## config.mk

```make
export PLATFORM = sky130hd
export DESIGN_NAME = adc_vector_and_pin_config
export DESIGN_NICKNAME = d
export VERILOG_FILES = /design/src/verilog/adc_vector_pkg.sv /design/src/verilog/pair_flag_bank.sv /design/src/verilog/pair_index_encoder.sv /design/src/verilog/adc_vector_and_pin_config.sv
export VERILOG_INCLUDE_DIRS = /design/src /design/src/verilog
export SDC_FILE = /design/constraint.sdc
export NUM_CORES = 1
export LEC_CHECK = 0
export BUFFER_PORTS_ARGS = -buffer_cell sky130_fd_sc_hd__buf_2
export CAP_MARGIN = 10
export CORE_MARGIN = 8
export CORE_UTILIZATION = 51
export DETAILED_ROUTE_END_ITERATION = 16
export GPL_ROUTABILITY_DRIVEN = 1
export PLACE_DENSITY = 0.82
export SYNTH_ARGS = -nofsm -noshare
export SYNTH_HDL_FRONTEND = slang
export SYNTH_HIERARCHICAL = 1
export SYNTH_SLANG_ARGS = --single-unit
```

## constraint.sdc

```tcl
create_clock -name pclk -period 2.85 [get_ports pclk]
set_input_delay 0.57 -clock pclk [delete_from_list [all_inputs] [get_ports pclk]]
set_output_delay 0.57 -clock pclk [all_outputs]
set_load 0.05 [all_outputs]
```

## src/verilog/adc_vector_regs.svh

```systemverilog
// Register offsets, field layouts, reset values and masks of the converter support block.
`ifndef ADC_VECTOR_REGS_SVH
`define ADC_VECTOR_REGS_SVH

`define ADDR_W                 8
`define OFF_ISR_TABLE_BASE     8'h00
`define OFF_PORT_ANALOG_CONFIG 8'h04
`define OFF_PAIR_STATUS        8'h08
`define OFF_IRQ_STATUS         8'h0c
`define OFF_IRQ_MASK           8'h10

`define PAIR_COUNT             7
`define CHANNEL_COUNT          12
`define INDEX_W                3
`define INDEX_SHIFT            2

`define RST_ISR_TABLE_BASE     16'h0000
`define RST_PORT_ANALOG_CONFIG 12'h000
`define RST_PAIR_FLAGS         7'h00
`define BASE_WRITE_MASK        16'hfffe
`define CHANNEL_PRESENT        12'hfff

`endif

```

## src/verilog/adc_vector_pkg.sv

```systemverilog
// Types shared by the converter support block and its submodules.
`default_nettype none
package adc_vector_pkg;
  typedef logic [15:0] half_t;
  typedef logic [31:0] word_t;
  typedef logic [6:0]  pair_vec_t;
  typedef logic [11:0] pin_vec_t;
  typedef logic [2:0]  pair_index_t;
  typedef enum {SEL_BASE, SEL_CONFIG, SEL_PAIR, SEL_IRQ_STAT, SEL_IRQ_MASK, SEL_NONE} reg_sel_t;
endpackage : adc_vector_pkg
`default_nettype wire

```

## src/verilog/pair_flag_bank.sv

```systemverilog
// Sticky per-pair flags: hardware sets, a clear strobe drops them, a set wins.
`default_nettype none
module pair_flag_bank (
  input  wire  logic                  clk,
  input  wire  logic                  rst_n,
  input  wire  adc_vector_pkg::pair_vec_t set_in,
  input  wire  adc_vector_pkg::pair_vec_t clear_in,
  output var   adc_vector_pkg::pair_vec_t flags
);
  import adc_vector_pkg::*;

  pair_vec_t flags_next;

  // One flag per pair; a set in the clearing cycle keeps the flag up.
  genvar g;
  generate
    for (g = 0; g < 7; g++) begin : gen_flag
      always_comb begin
        flags_next[g] = set_in[g] | (flags[g] & ~clear_in[g]);
      end
    end
  endgenerate

  // Registers the flags.
  always_ff @(posedge clk or negedge rst_n) begin
    if (!rst_n) begin
      flags <= 7'h00;
    end else begin
      flags <= flags_next;
    end
  end
endmodule : pair_flag_bank
`default_nettype wire

```

## src/verilog/pair_index_encoder.sv

```systemverilog
// Priority encoder: lowest numbered set flag gives the index.
`default_nettype none
module pair_index_encoder (
  input  wire logic                      [6:0] flags,
  output var  adc_vector_pkg::pair_index_t     index,
  output var  logic                            any_set
);
  import adc_vector_pkg::*;

  // Scans from the lowest priority upward so pair zero overwrites all others.
  always_comb begin
    index   = 3'h0;
    any_set = 1'b0;
    for (int i = 6; i >= 0; i--) begin
      if (flags[i]) begin
        index   = pair_index_t'(i);
        any_set = 1'b1;
      end
    end
  end
endmodule : pair_index_encoder
`default_nettype wire

```

## src/verilog/adc_vector_and_pin_config.sv

```systemverilog
// Jump-table base, pin mode select, pair ready flags and interrupts behind an APB slave.
//
// Our own choices: the APB register port and the register addresses.
`include "adc_vector_regs.svh"
`default_nettype none
module adc_vector_and_pin_config (
  input  wire logic                      pclk,
  input  wire logic                      presetn,
  input  wire logic                [7:0] paddr,
  input  wire logic                      psel,
  input  wire logic                      penable,
  input  wire logic                      pwrite,
  input  wire adc_vector_pkg::word_t     pwdata,
  input  wire logic                [3:0] pstrb,
  output var  adc_vector_pkg::word_t     prdata,
  output var  logic                      pready,
  output var  logic                      pslverr,
  input  wire adc_vector_pkg::pair_vec_t pair_data_ready,
  input  wire adc_vector_pkg::pin_vec_t  port_pin_in,
  output var  adc_vector_pkg::pin_vec_t  pin_digital_select,
  output var  adc_vector_pkg::pin_vec_t  analog_ground_ref_select,
  output var  adc_vector_pkg::pin_vec_t  analog_sample_enable,
  output var  adc_vector_pkg::pin_vec_t  port_read_data,
  output var  adc_vector_pkg::pair_vec_t pair_result_ready,
  output var  adc_vector_pkg::pair_vec_t pair_done_irq,
  output var  logic                      irq
);
  import adc_vector_pkg::*;

  // Stored register state and its next values.
  half_t       isr_table_base_reg;
  half_t       isr_table_base_next;
  pin_vec_t    port_analog_config_reg;
  pin_vec_t    port_analog_config_next;
  pair_vec_t   irq_status_reg;
  pair_vec_t   irq_status_next;
  pair_vec_t   irq_mask_reg;
  pair_vec_t   irq_mask_next;

  // Bus answer state and its next values.
  word_t       prdata_reg;
  word_t       prdata_next;
  logic        pready_reg;
  logic        pready_next;
  logic        pslverr_reg;
  logic        pslverr_next;

  // Pin and interrupt output state.
  pin_vec_t    digital_sel_reg;
  pin_vec_t    digital_sel_next;
  pin_vec_t    ground_sel_reg;
  pin_vec_t    ground_sel_next;
  pin_vec_t    sample_en_reg;
  pin_vec_t    sample_en_next;
  pin_vec_t    port_read_reg;
  pin_vec_t    port_read_next;
  pair_vec_t   pair_irq_reg;
  pair_vec_t   pair_irq_next;
  logic        irq_reg;
  logic        irq_next;

  // Decode and handshake terms.
  reg_sel_t    sel;
  logic        setup_phase;
  logic        commit;
  logic        wr_commit;
  logic        rd_commit;
  logic        lane0;
  logic        lane1;
  pair_vec_t   ready_flags;
  pair_vec_t   ready_clear;
  pair_index_t ready_index;
  logic        ready_any;
  half_t       jump_offset;
  half_t       jump_value;
  word_t       read_word;
  pair_vec_t   status_reported;

  // Channels that this variant has; an absent channel keeps its bit at zero.
  localparam pin_vec_t CHANNEL_MASK = `CHANNEL_PRESENT;
  genvar       ch;

  // Address decode of the five words; everything else is unmapped. A stray
  // low address bit lands on no word, so a misaligned access answers an error.
  always_comb begin
    unique case (paddr)
      `OFF_ISR_TABLE_BASE:     sel = SEL_BASE;
      `OFF_PORT_ANALOG_CONFIG: sel = SEL_CONFIG;
      `OFF_PAIR_STATUS:        sel = SEL_PAIR;
      `OFF_IRQ_STATUS:         sel = SEL_IRQ_STAT;
      `OFF_IRQ_MASK:           sel = SEL_IRQ_MASK;
      default:                 sel = SEL_NONE;
    endcase
  end

  // The access phase answers once, one cycle after it starts; the
  // transfer takes effect at the edge where pready is seen high.
  // pready is cleared by its own high cycle, so a master that keeps penable
  // up for one edge too long cannot commit the same transfer twice. Every
  // access therefore costs exactly one wait state, read or write alike.
  always_comb begin
    setup_phase = psel & ~penable;
    commit      = psel & penable & pready_reg;
    wr_commit   = commit & pwrite;
    rd_commit   = commit & ~pwrite;
    lane0       = pstrb[0];
    lane1       = pstrb[1];
  end

  // Ready flags live in their own bank so that set and clear stay in one place.
  // The bank drives pair_result_ready directly, so the port is a flip-flop.
  pair_flag_bank u_ready_flags (
    .clk      (pclk),
    .rst_n    (presetn),
    .set_in   (pair_data_ready),
    .clear_in (ready_clear),
    .flags    (ready_flags)
  );

  // Writing a zero to a ready bit clears it; writing a one leaves it alone.
  // Only lane 0 carries the seven flag bits. The bank lets a data arrival
  // in the same cycle win over this clear, so no conversion is lost.
  always_comb begin
    ready_clear = 7'h00;
    if (wr_commit && sel == SEL_PAIR && lane0) begin
      ready_clear = ~pwdata[6:0];
    end
  end

  // Highest priority pending pair, pair zero first.
  // An empty flag set gives index zero with any_set low; the sum ignores it.
  pair_index_encoder u_encoder (
    .flags   (ready_flags),
    .index   (ready_index),
    .any_set (ready_any)
  );

  // Jump value: stored base plus the index moved up two places, or the
  // base alone when nothing is pending.
  // The sum wraps at 16 bits; software keeps the table clear of the top.
  // The encoded part never touches bits 1 and 0, but the stored bit 1 does.
  always_comb begin
    jump_offset = 16'h0000;
    if (ready_any) begin
      jump_offset = {11'h000, ready_index, 2'b00};
    end
    jump_value = isr_table_base_reg + jump_offset;
  end

  // Register writes. Byte lane 0 carries bits 7:0, lane 1 bits 15:8.
  // Lanes 2 and 3 carry nothing: every word keeps its data in the low half.
  // A write with neither low lane set completes but changes no state.
  always_comb begin
    isr_table_base_next     = isr_table_base_reg;
    port_analog_config_next = port_analog_config_reg;
    irq_mask_next           = irq_mask_reg;
    if (wr_commit) begin
      unique case (sel)
        SEL_BASE: begin
          if (lane0) begin
            isr_table_base_next[7:0] = pwdata[7:0] & 8'hfe;
          end
          if (lane1) begin
            isr_table_base_next[15:8] = pwdata[15:8];
          end
        end
        SEL_CONFIG: begin
          if (lane0) begin
            port_analog_config_next[7:0] = pwdata[7:0];
          end
          if (lane1) begin
            port_analog_config_next[11:8] = pwdata[11:8];
          end
        end
        SEL_IRQ_MASK: begin
          if (lane0) begin
            irq_mask_next = pwdata[6:0];
          end
        end
        SEL_PAIR, SEL_IRQ_STAT, SEL_NONE: begin
          isr_table_base_next = isr_table_base_reg;
        end
      endcase
    end
    port_analog_config_next = port_analog_config_next & `CHANNEL_PRESENT;
  end

  // Interrupt status: each data arrival is sticky until a read of the
  // status word; an arrival during that read is kept.
  // The read data were taken one edge before the commit, so a bit that rose
  // in between has not reached software yet. Only the bits that went out on
  // prdata are dropped; any other bit waits for the next read, and an arrival
  // in the commit cycle itself sets its bit again, so the set wins.
  always_comb begin
    status_reported = prdata_reg[6:0];
    irq_status_next = irq_status_reg;
    if (rd_commit && sel == SEL_IRQ_STAT) begin
      irq_status_next = irq_status_reg & ~status_reported;
    end
    irq_status_next = irq_status_next | pair_data_ready;
    // Taken from the next value, so irq rises on the edge that sets the bit.
    irq_next        = |(irq_status_next & irq_mask_reg);
  end

  // Read value of each word. Unimplemented bits come back as zero: base
  // bit zero, configuration bits 15 to 12 and the whole upper half. Only
  // the jump base, the pair flags and the status word change under software's feet, and
  // all come from flip-flops, so the value holds still for a cycle.
  always_comb begin
    unique case (sel)
      SEL_BASE:     read_word = {16'h0000, jump_value & `BASE_WRITE_MASK};
      SEL_CONFIG:   read_word = {20'h00000, port_analog_config_reg};
      SEL_PAIR:     read_word = {25'h0000000, ready_flags};
      SEL_IRQ_STAT: read_word = {25'h0000000, irq_status_reg};
      SEL_IRQ_MASK: read_word = {25'h0000000, irq_mask_reg};
      SEL_NONE:     read_word = 32'h0000_0000;
    endcase
  end

  // Bus answer: read data are prepared during the first access cycle
  // and presented with pready; unmapped addresses answer with pslverr.
  always_comb begin
    prdata_next  = prdata_reg;
    pready_next  = psel & penable & ~pready_reg;
    pslverr_next = 1'b0;
    if (setup_phase) begin
      prdata_next = 32'h0000_0000;
    end
    if (pready_next) begin
      pslverr_next = (sel == SEL_NONE);
      if (!pwrite) begin
        prdata_next = read_word;
      end
    end
    if (commit) begin
      prdata_next = 32'h0000_0000;
    end
  end

  // Pin paths, one slice per channel: a one puts the pin in digital mode
  // with its read path open and the mux input on ground; a zero lets the
  // converter sample the pin. The read path is gated here so that a floating
  // analog level never reaches the port logic.
  generate
    for (ch = 0; ch < `CHANNEL_COUNT; ch++) begin : gen_pin
      always_comb begin
        digital_sel_next[ch] = port_analog_config_reg[ch];
        ground_sel_next[ch]  = port_analog_config_reg[ch];
        sample_en_next[ch]   = ~port_analog_config_reg[ch] & CHANNEL_MASK[ch];
        port_read_next[ch]   = port_pin_in[ch] & port_analog_config_reg[ch];
      end
    end
  endgenerate

  // Per-pair completion interrupt, one cycle long, for each arrival.
  // It is not masked: the mask only gates the shared irq line.
  always_comb begin
    pair_irq_next = pair_data_ready;
  end

  // Registers of the software-visible state.
  // Reset leaves every pin in analog mode and the table base at zero, and
  // forgets any pending status together with the mask.
  always_ff @(posedge pclk or negedge presetn) begin
    if (!presetn) begin
      isr_table_base_reg     <= `RST_ISR_TABLE_BASE;
      port_analog_config_reg <= `RST_PORT_ANALOG_CONFIG;
      irq_status_reg         <= `RST_PAIR_FLAGS;
      irq_mask_reg           <= `RST_PAIR_FLAGS;
    end else begin
      isr_table_base_reg     <= isr_table_base_next;
      port_analog_config_reg <= port_analog_config_next;
      irq_status_reg         <= irq_status_next;
      irq_mask_reg           <= irq_mask_next;
    end
  end

  // Registers of the bus answer.
  // Reset drops a transfer in flight; a master that keeps its access phase up
  // is answered at the first edge after release, with no new setup cycle.
  always_ff @(posedge pclk or negedge presetn) begin
    if (!presetn) begin
      prdata_reg  <= 32'h0000_0000;
      pready_reg  <= 1'b0;
      pslverr_reg <= 1'b0;
    end else begin
      prdata_reg  <= prdata_next;
      pready_reg  <= pready_next;
      pslverr_reg <= pslverr_next;
    end
  end

  // Registers of the pin and interrupt outputs.
  // Sample enables come up one edge after reset release, from the zero
  // configuration, so every pin is briefly in neither mode.
  always_ff @(posedge pclk or negedge presetn) begin
    if (!presetn) begin
      digital_sel_reg <= 12'h000;
      ground_sel_reg  <= 12'h000;
      sample_en_reg   <= 12'h000;
      port_read_reg   <= 12'h000;
      pair_irq_reg    <= 7'h00;
      irq_reg         <= 1'b0;
    end else begin
      digital_sel_reg <= digital_sel_next;
      ground_sel_reg  <= ground_sel_next;
      sample_en_reg   <= sample_en_next;
      port_read_reg   <= port_read_next;
      pair_irq_reg    <= pair_irq_next;
      irq_reg         <= irq_next;
    end
  end

  // Outputs straight from flip-flops.
  // The ready flags already come from flip-flops inside the flag bank.
  always_comb begin
    prdata                   = prdata_reg;
    pready                   = pready_reg;
    pslverr                  = pslverr_reg;
    pin_digital_select       = digital_sel_reg;
    analog_ground_ref_select = ground_sel_reg;
    analog_sample_enable     = sample_en_reg;
    port_read_data           = port_read_reg;
    pair_result_ready        = ready_flags;
    pair_done_irq            = pair_irq_reg;
    irq                      = irq_reg;
  end
endmodule : adc_vector_and_pin_config
`default_nettype wire

```

==> impl_metrics.json, run 1 <==
{
  "outcome": "complete, no violations",
  "hold_viol_final": 0,
  "setup_viol": 0,
  "setup_slack_ns": 0.348,
  "antenna_found_initial": 1,
  "period_needed_ns": 2.50,
  "drt-total-wl_mm": 13.4,
  "setup_tns_ns": 0,
  "max_cap_violations": 0,
  "avgViaCountPerCell": 5.36,
  "grt_overflow": 0,
  "cp_max_fo": 6,
  "grt_pass1_vias": 4060,
  "p_leak_nw": 3.33,
  "drt_iter0_drc": 337,
  "worst_pin_slew_ns": 0.540,
  "min_path_type": "input pin to flop",
  "io_pins": 165,
  "track_usage_pct": 20.2,
  "synthCells": 437,
  "yosys_register_bits": 126,
  "final_common_cell": "buf_2",
  "ant_nets": 0,
  "skew_ns": 0.0121,
  "gp_congestion": 0.835,
  "cts.clk_slew.worst_paths_ns": 0.06,
  "cpPeakStageDelay_ns": 0.46,
  "port_buffers": 146,
  "pre_cts_ws_ns": 0.377,
  "worstRegToRegCells": 9,
  "slew_headroom_pct": 64.0,
  "r2r-end": "prdata[13]$_DFF_PN0_",
  "final_util_pct": 65.6,
  "final_layout_size_suffix_gt1_share_pct": 37.4,
  "rsz0062_at_grt": "false",
  "final_nets": 660,
  "dieArea_um2": 13700,
  "max_freq_mhz": 400,
  "htreeDepth": 4,
  "register_area_um2": 3150,
  "peakVddDrop_mv": 0.393,
  "instances_no_fill": 738,
  "core_um2": 10100,
  "crit_path_end_kind": "flop",
  "grt_max_degree": 63,
  "root_buffer": "clkbuf_8",
  "vias": 3956,
  "wl_per_cell_um": 18.1,
  "most-common-layout-cells": "buf_2 (145), dfrtp_1 (126), mux2_2 (35), and2_1 (34), nand2_1 (33)",
  "critPathArrivalTime_ns": 2.93,
  "path_cells": "nor4_2 > nand2_1 > and2_1 > ha_1 > and3_1 > nor2_1 > nor3b_1 > xnor2_1 > o21ai_0",
  "synth_area_per_cell_um2": 11.9,
  "n_fill_cell": 771,
  "min_from": "pair_data_ready[1]",
  "clock_latency_ns": 0.52,
  "hpwl_mm": 9.50,
  "holdPathEnd": "pair_done_irq[1]$_DFF_PN0_",
  "cts.path.max_buffers": 2,
  "synth_fp_nets": 509,
  "hold-path-cell-count": 1,
  "numCtsBuffers": 17,
  "worst-setup-path-type": "flop to flop",
  "die_w_um": 117,
  "period_share_pct": 87.8,
  "syn_to_final_growth_pct": 27.6,
  "async_reset_ff_share_pct": 100,
  "cts_tree": "yes",
  "rows": 37,
  "largest_reg_flops": 32,
  "drv_slew": 0,
  "die_height_um": 117,
  "cts_sinks": 126,
  "power_density_nw_per_um2": 621,
  "multiInputGateArea_um2": 1830,
  "synthFlopType": "dfrtp_1",
  "critical_path_required_ns": 3.28,
  "r2r-start": "u_ready_flags/flags[3]$_DFF_PN0_",
  "start_kind": "flop",
  "ys_warn_count": 6,
  "yosysSeqAreaShare_pct": 60.5,
  "synth_edf_count": 0,
  "grt_pass1_wl_mm": 20.8,
  "rrSetupSlack_ns": 0.35,
  "initial_utilization_pct": 51.4,
  "firstDrtPassIters": 4,
  "crit_slowest_cell": "dfrtp_1",
  "synth_cell_type_count": 44,
  "dp_cells": 704,
  "drcViolationCount": 0,
  "syn_area_um2": 5210
}
[what timing repair did]
action,4_1_cts,5_1_grt
endpoints found under the hold margin,27,0
hold buffers,1,0
gates resized for setup,0,0
setup buffers,0,0
endpoints found under the setup margin,0,0
[worst max path at each step]
stage	cells past startpoint	slack, ns	start	to
finish	9	0.35	u_ready_flags/flags[3]$_DFF_PN0_	prdata[13]$_DFF_PN0_
detailed placement	9	0.38	u_ready_flags/flags[3]$_DFF_PN0_	prdata[13]$_DFF_PN0_
global route	9	0.14	u_ready_flags/flags[3]$_DFF_PN0_	prdata[5]$_DFF_PN0_
floorplan	11	0.41	u_ready_flags/flags[5]$_DFF_PN0_	prdata[10]$_DFF_PN0_
global placement	9	0.46	u_ready_flags/flags[3]$_DFF_PN0_	prdata[5]$_DFF_PN0_
CTS	9	0.36	u_ready_flags/flags[3]$_DFF_PN0_	prdata[13]$_DFF_PN0_
[metrics by stage]
stage                     hold WS, ns  power [W]  area [µm²]
after floorplan                 0.274    0.00190        5210
after global placement          0.398    0.00201        6040
after detailed placement        0.409    0.00201        6040
after CTS                       0.195    0.00416        6650
after global routing            0.190    0.00426        6650
final                           0.201    0.00413        6650
[synth_stat cells (all sizes together) (2+ instances only)]
master / n / area [µm²]
xor2: 3 / 26.3
mux2: 35 / 394
buf: 17 / 124
nand4: 6 / 43.8
and4: 2 / 17.5
dfrtp: 126 / 3150
nor4: 4 / 52.6
o211ai: 6 / 45.0
xnor2: 8 / 70.1
nor3: 7 / 35.0
nor2: 23 / 86.3
o21ai: 27 / 135
nand3: 5 / 25.0
a21oi: 9 / 45.0
a32oi: 3 / 26.3
o22ai: 5 / 31.3
inv: 25 / 93.8
and2: 34 / 213
a32o: 2 / 20.0
ha: 3 / 37.5
a21o: 16 / 120
clkbuf: 5 / 18.8
nand2: 34 / 135
and3: 4 / 25.0
o21a: 2 / 15.0
mux2i: 6 / 60.1
nor2b: 6 / 37.5
nand3b: 4 / 30.0
[area by class of cell]
type	instances	share of cell area (%)
antenna	1	0.0376
clock buffer	19	6.49
clock inverter	13	2.48
inverter	25	1.41
multi-input combinational	264	27.5
sequential	126	47.4
tap	136	2.56
timing repair buffer	154	12.2
[where the power goes]
part / leakage [nW] / switching, W / internal (W)
Sequential: 1.61 / 0.00000438 / 0.00180
Clock: 0.280 / 0.000796 / 0.00136
Combinational: 1.45 / 0.000127 / 0.0000499
[cells by family after synthesis]
logic type               Yosys count  share of synthesized area (%)
AO/OA/AOI/OAI                     76                           9.34
XOR/XNOR                          11                           1.85
adder cells (fa/ha/maj)            4                           1.10
buffers and inverters             47                           4.54
flip-flops                       126                           60.5
multiplexers                      41                           8.72
AND/OR/NAND/NOR                  132                           13.9
[worst max-delay path, delay by kind of cell, from the launching register on]
family / cells / cell delay, ns
simple gates: 6 / 1.30
flops: 1 / 0.46
fa+ha+maj: 1 / 0.32
compound gates: 1 / 0.17
xor+xnor: 1 / 0.15
[routing by layer]
metal	track usage [%]	wire [µm]
met5	0	12
met4	9.22	346
met1	23.6	5270
met3	6.67	1180
met2	33.2	6570
(Power assumes the default switching activity.)
==> run 2, diff against run 1 <==
--- a/config.mk
+++ b/config.mk
@@ -9,10 +9,10 @@
 export BUFFER_PORTS_ARGS = -buffer_cell sky130_fd_sc_hd__buf_2
 export CAP_MARGIN = 10
 export CORE_MARGIN = 8
-export CORE_UTILIZATION = 51
+export CORE_UTILIZATION = 46
 export DETAILED_ROUTE_END_ITERATION = 16
 export GPL_ROUTABILITY_DRIVEN = 1
-export PLACE_DENSITY = 0.82
+export PLACE_DENSITY = 0.78
 export SYNTH_ARGS = -nofsm -noshare
 export SYNTH_HDL_FRONTEND = slang
 export SYNTH_HIERARCHICAL = 1
==> constraint.sdc (replaced) <==
create_clock -name pclk -period 2.1 [get_ports pclk]
set_input_delay 0.315 -clock pclk [delete_from_list [all_inputs] [get_ports pclk]]
set_output_delay 0.315 -clock pclk [all_outputs]
set_load 0.05 [all_outputs]
==> impl_metrics.json, run 2 (same netlist as run 1, synthesis figures left out) <==
{
  "final_layout_size_suffix_gt1_share_pct": 43.1,
  "ant_nets": 0,
  "htreeDepth": 4,
  "slew_headroom_pct": 67.3,
  "critPathArrivalTime_ns": 2.65,
  "instances_no_fill": 764,
  "start_kind": "flop",
  "p_sw_share_pct": 21.3,
  "antenna_found_initial": 1,
  "cts_sinks": 126,
  "crit_path_end_kind": "flop",
  "pwr-share-seq_pct": 41.3,
  "drcViolationCount": 0,
  "period_share_pct": 113,
  "worst-setup-path-type": "flop to flop",
  "grt_overflow": 0,
  "final_cell_area_um2": 7010,
  "skew_ns": 0.00530,
  "avgViaCountPerCell": 5.32,
  "final_nets": 679,
  "dieArea_um2": 15000,
  "io_pins": 165,
  "rows": 39,
  "drt-total-wl_mm": 14.4,
  "grt_max_degree": 65,
  "min_path_type": "input pin to flop",
  "grt_pass1_wl_mm": 22.1,
  "syn_to_final_growth_pct": 34.4,
  "path_cells": "nor4_4 > nand2_1 > and2_1 > ha_2 > fa_2 > a21o_4 > nand4_1 > xor2_1 > o211ai_1",
  "power_frac_clock_pct": 54.5,
  "power_density_nw_per_um2": 845,
  "drt_iter0_drc": 394,
  "crit_buf_inv": 0,
  "numCtsBuffers": 17,
  "cts_tree": "yes",
  "max_cap_violations": 0,
  "cpLargestDelayFamily": "simple AND/OR/NAND/NOR gates",
  "dp_cells": 729,
  "violations": "negative setup slack",
  "p_sw_w": 0.00126,
  "cp_max_fo": 4,
  "hpwl_mm": 10.1,
  "dpl_cell_area_um2": 6230,
  "initial_utilization_pct": 46.4,
  "crit_slowest_cell": "dfrtp_2",
  "rsz0062_at_grt": "true",
  "p_leak_nw": 3.48,
  "root_buffer": "clkbuf_16",
  "track_usage_pct": 19.3,
  "most-common-layout-cells": "buf_2 (145), dfrtp_1 (120), mux2_2 (35), and2_1 (34), nand2_1 (33)",
  "die_w_um": 122,
  "port_buffers": 146,
  "outcome": "complete, but fails checks",
  "setup_slack_ns": -0.263,
  "intPower_w": 0.00466,
  "p_comb_share_pct": 4.2,
  "peakVddDrop_mv": 0.434,
  "period_needed_ns": 2.36,
  "cts.path.max_buffers": 2,
  "gp_congestion": 0.841,
  "vias": 4065,
  "hold_viol_final": 0,
  "core_um2": 11200,
  "grt_pass1_vias": 4258,
  "cpPeakStageDelay_ns": 0.42,
  "critical_path_required_ns": 2.38,
  "worst_pin_slew_ns": 0.491,
  "cts.clk_slew.worst_paths_ns": 0.06,
  "die_height_um": 122,
  "largest_reg_flops": 32,
  "finalPower_w": 0.00592,
  "clock_latency_ns": 0.41,
  "setup_viol": 12,
  "max_freq_mhz": 423,
  "firstDrtPassIters": 4,
  "final_common_cell": "buf_2",
  "drv_slew": 0,
  "wl_per_cell_um": 18.8
}
run 2: cell types whose count changed in the layout (fill, tap and decap cells not counted), moves of 4 or more:
cell	change
o21ai_1	+6
buf_4	+15
dfrtp_1	-6
clkinvlp_4	-4
o21ai_0	-8
dfrtp_2	+6
run 2: cell type report:
cell class                      instances  area (µm²)
Tap cell                              143         179
Multi-Input combinational cell        264        1930
Clock buffer                           19         443
Fill cell                             895        4220
Clock inverter                         13         213
Sequential cell                       126        3160
Timing Repair Buffer                  173         983
Inverter                               25        93.8
Antenna cell                            1        2.50
run 2: worst paths after layout:
check / from / end / slack (ns) / cells after the start
setup reg to reg: u_ready_flags/flags[0]$_DFF_PN0_ / prdata[8]$_DFF_PN0_ / -0.26 / 9
min in group asynchronous: presetn / prdata[16]$_DFF_PN0_ / 0.47 / 3
setup / recovery: u_ready_flags/flags[0]$_DFF_PN0_ / prdata[8]$_DFF_PN0_ / -0.26 / 9
hold / removal: pair_data_ready[1] / pair_done_irq[1]$_DFF_PN0_ / 0.07 / 1
hold reg to reg: digital_sel_next[0]$_DFFE_PN0P_ / analog_ground_ref_select[0]$_DFF_PN0_ / 0.42 / 0
max in group asynchronous: presetn / u_ready_flags/flags[2]$_DFF_PN0_ / 1.31 / 3
run 2: worst reg2reg max path, delay by kind of cell, from the launching register on:
family / cells / cell delay [ns]
compound gates: 2 / 0.34
flops: 1 / 0.42
simple gates: 4 / 0.74
fa+ha+maj: 2 / 0.54
xor+xnor: 1 / 0.20
run 2: per-layer routing:
| layer | vias to the layer above | global-route usage [%] | routed length [µm] |
|---|---|---|---|
| met5 | - | 0 | 0 |
| met4 | 0 | 10.1 | 329 |
| met3 | 23 | 6.12 | 1310 |
| met2 | 184 | 31.2 | 7080 |
| met1 | 2021 | 22.7 | 5650 |
| li1 | 1837 | - | - |
run 2: repair_timing:
action                                  in CTS  in global routing
gates resized for setup                      5                 17
pin swaps                                    8                 14
hold endpoints to repair                   126                  0
endpoints found under the setup margin      12                 13
buffers inserted                             1                  0
hold buffers                                 1                  0
run 2: power groups by stage:
stage               Sequential, W  Clock (W)  Combinational, W
global route              0.00245    0.00338          0.000272
finish                    0.00245    0.00322          0.000249
detailed placement        0.00249          0          0.000248
global placement          0.00249          0          0.000242
floorplan                 0.00253          0         0.0000466
CTS                       0.00245    0.00328          0.000251
run 2: stage by stage:
step                      hold WS [ns]  setup TNS [ns]  setup slack, ns  util [%]
after CTS                       0.0487           -1.45           -0.207      61.7
after detailed placement         0.363           -1.53           -0.203      55.6
after floorplan                 0.0194           -1.29           -0.166         -
after global placement           0.355          -0.775           -0.148      55.6
final                           0.0664           -1.49           -0.263      62.4
after global routing            0.0688           -2.76           -0.332      62.4
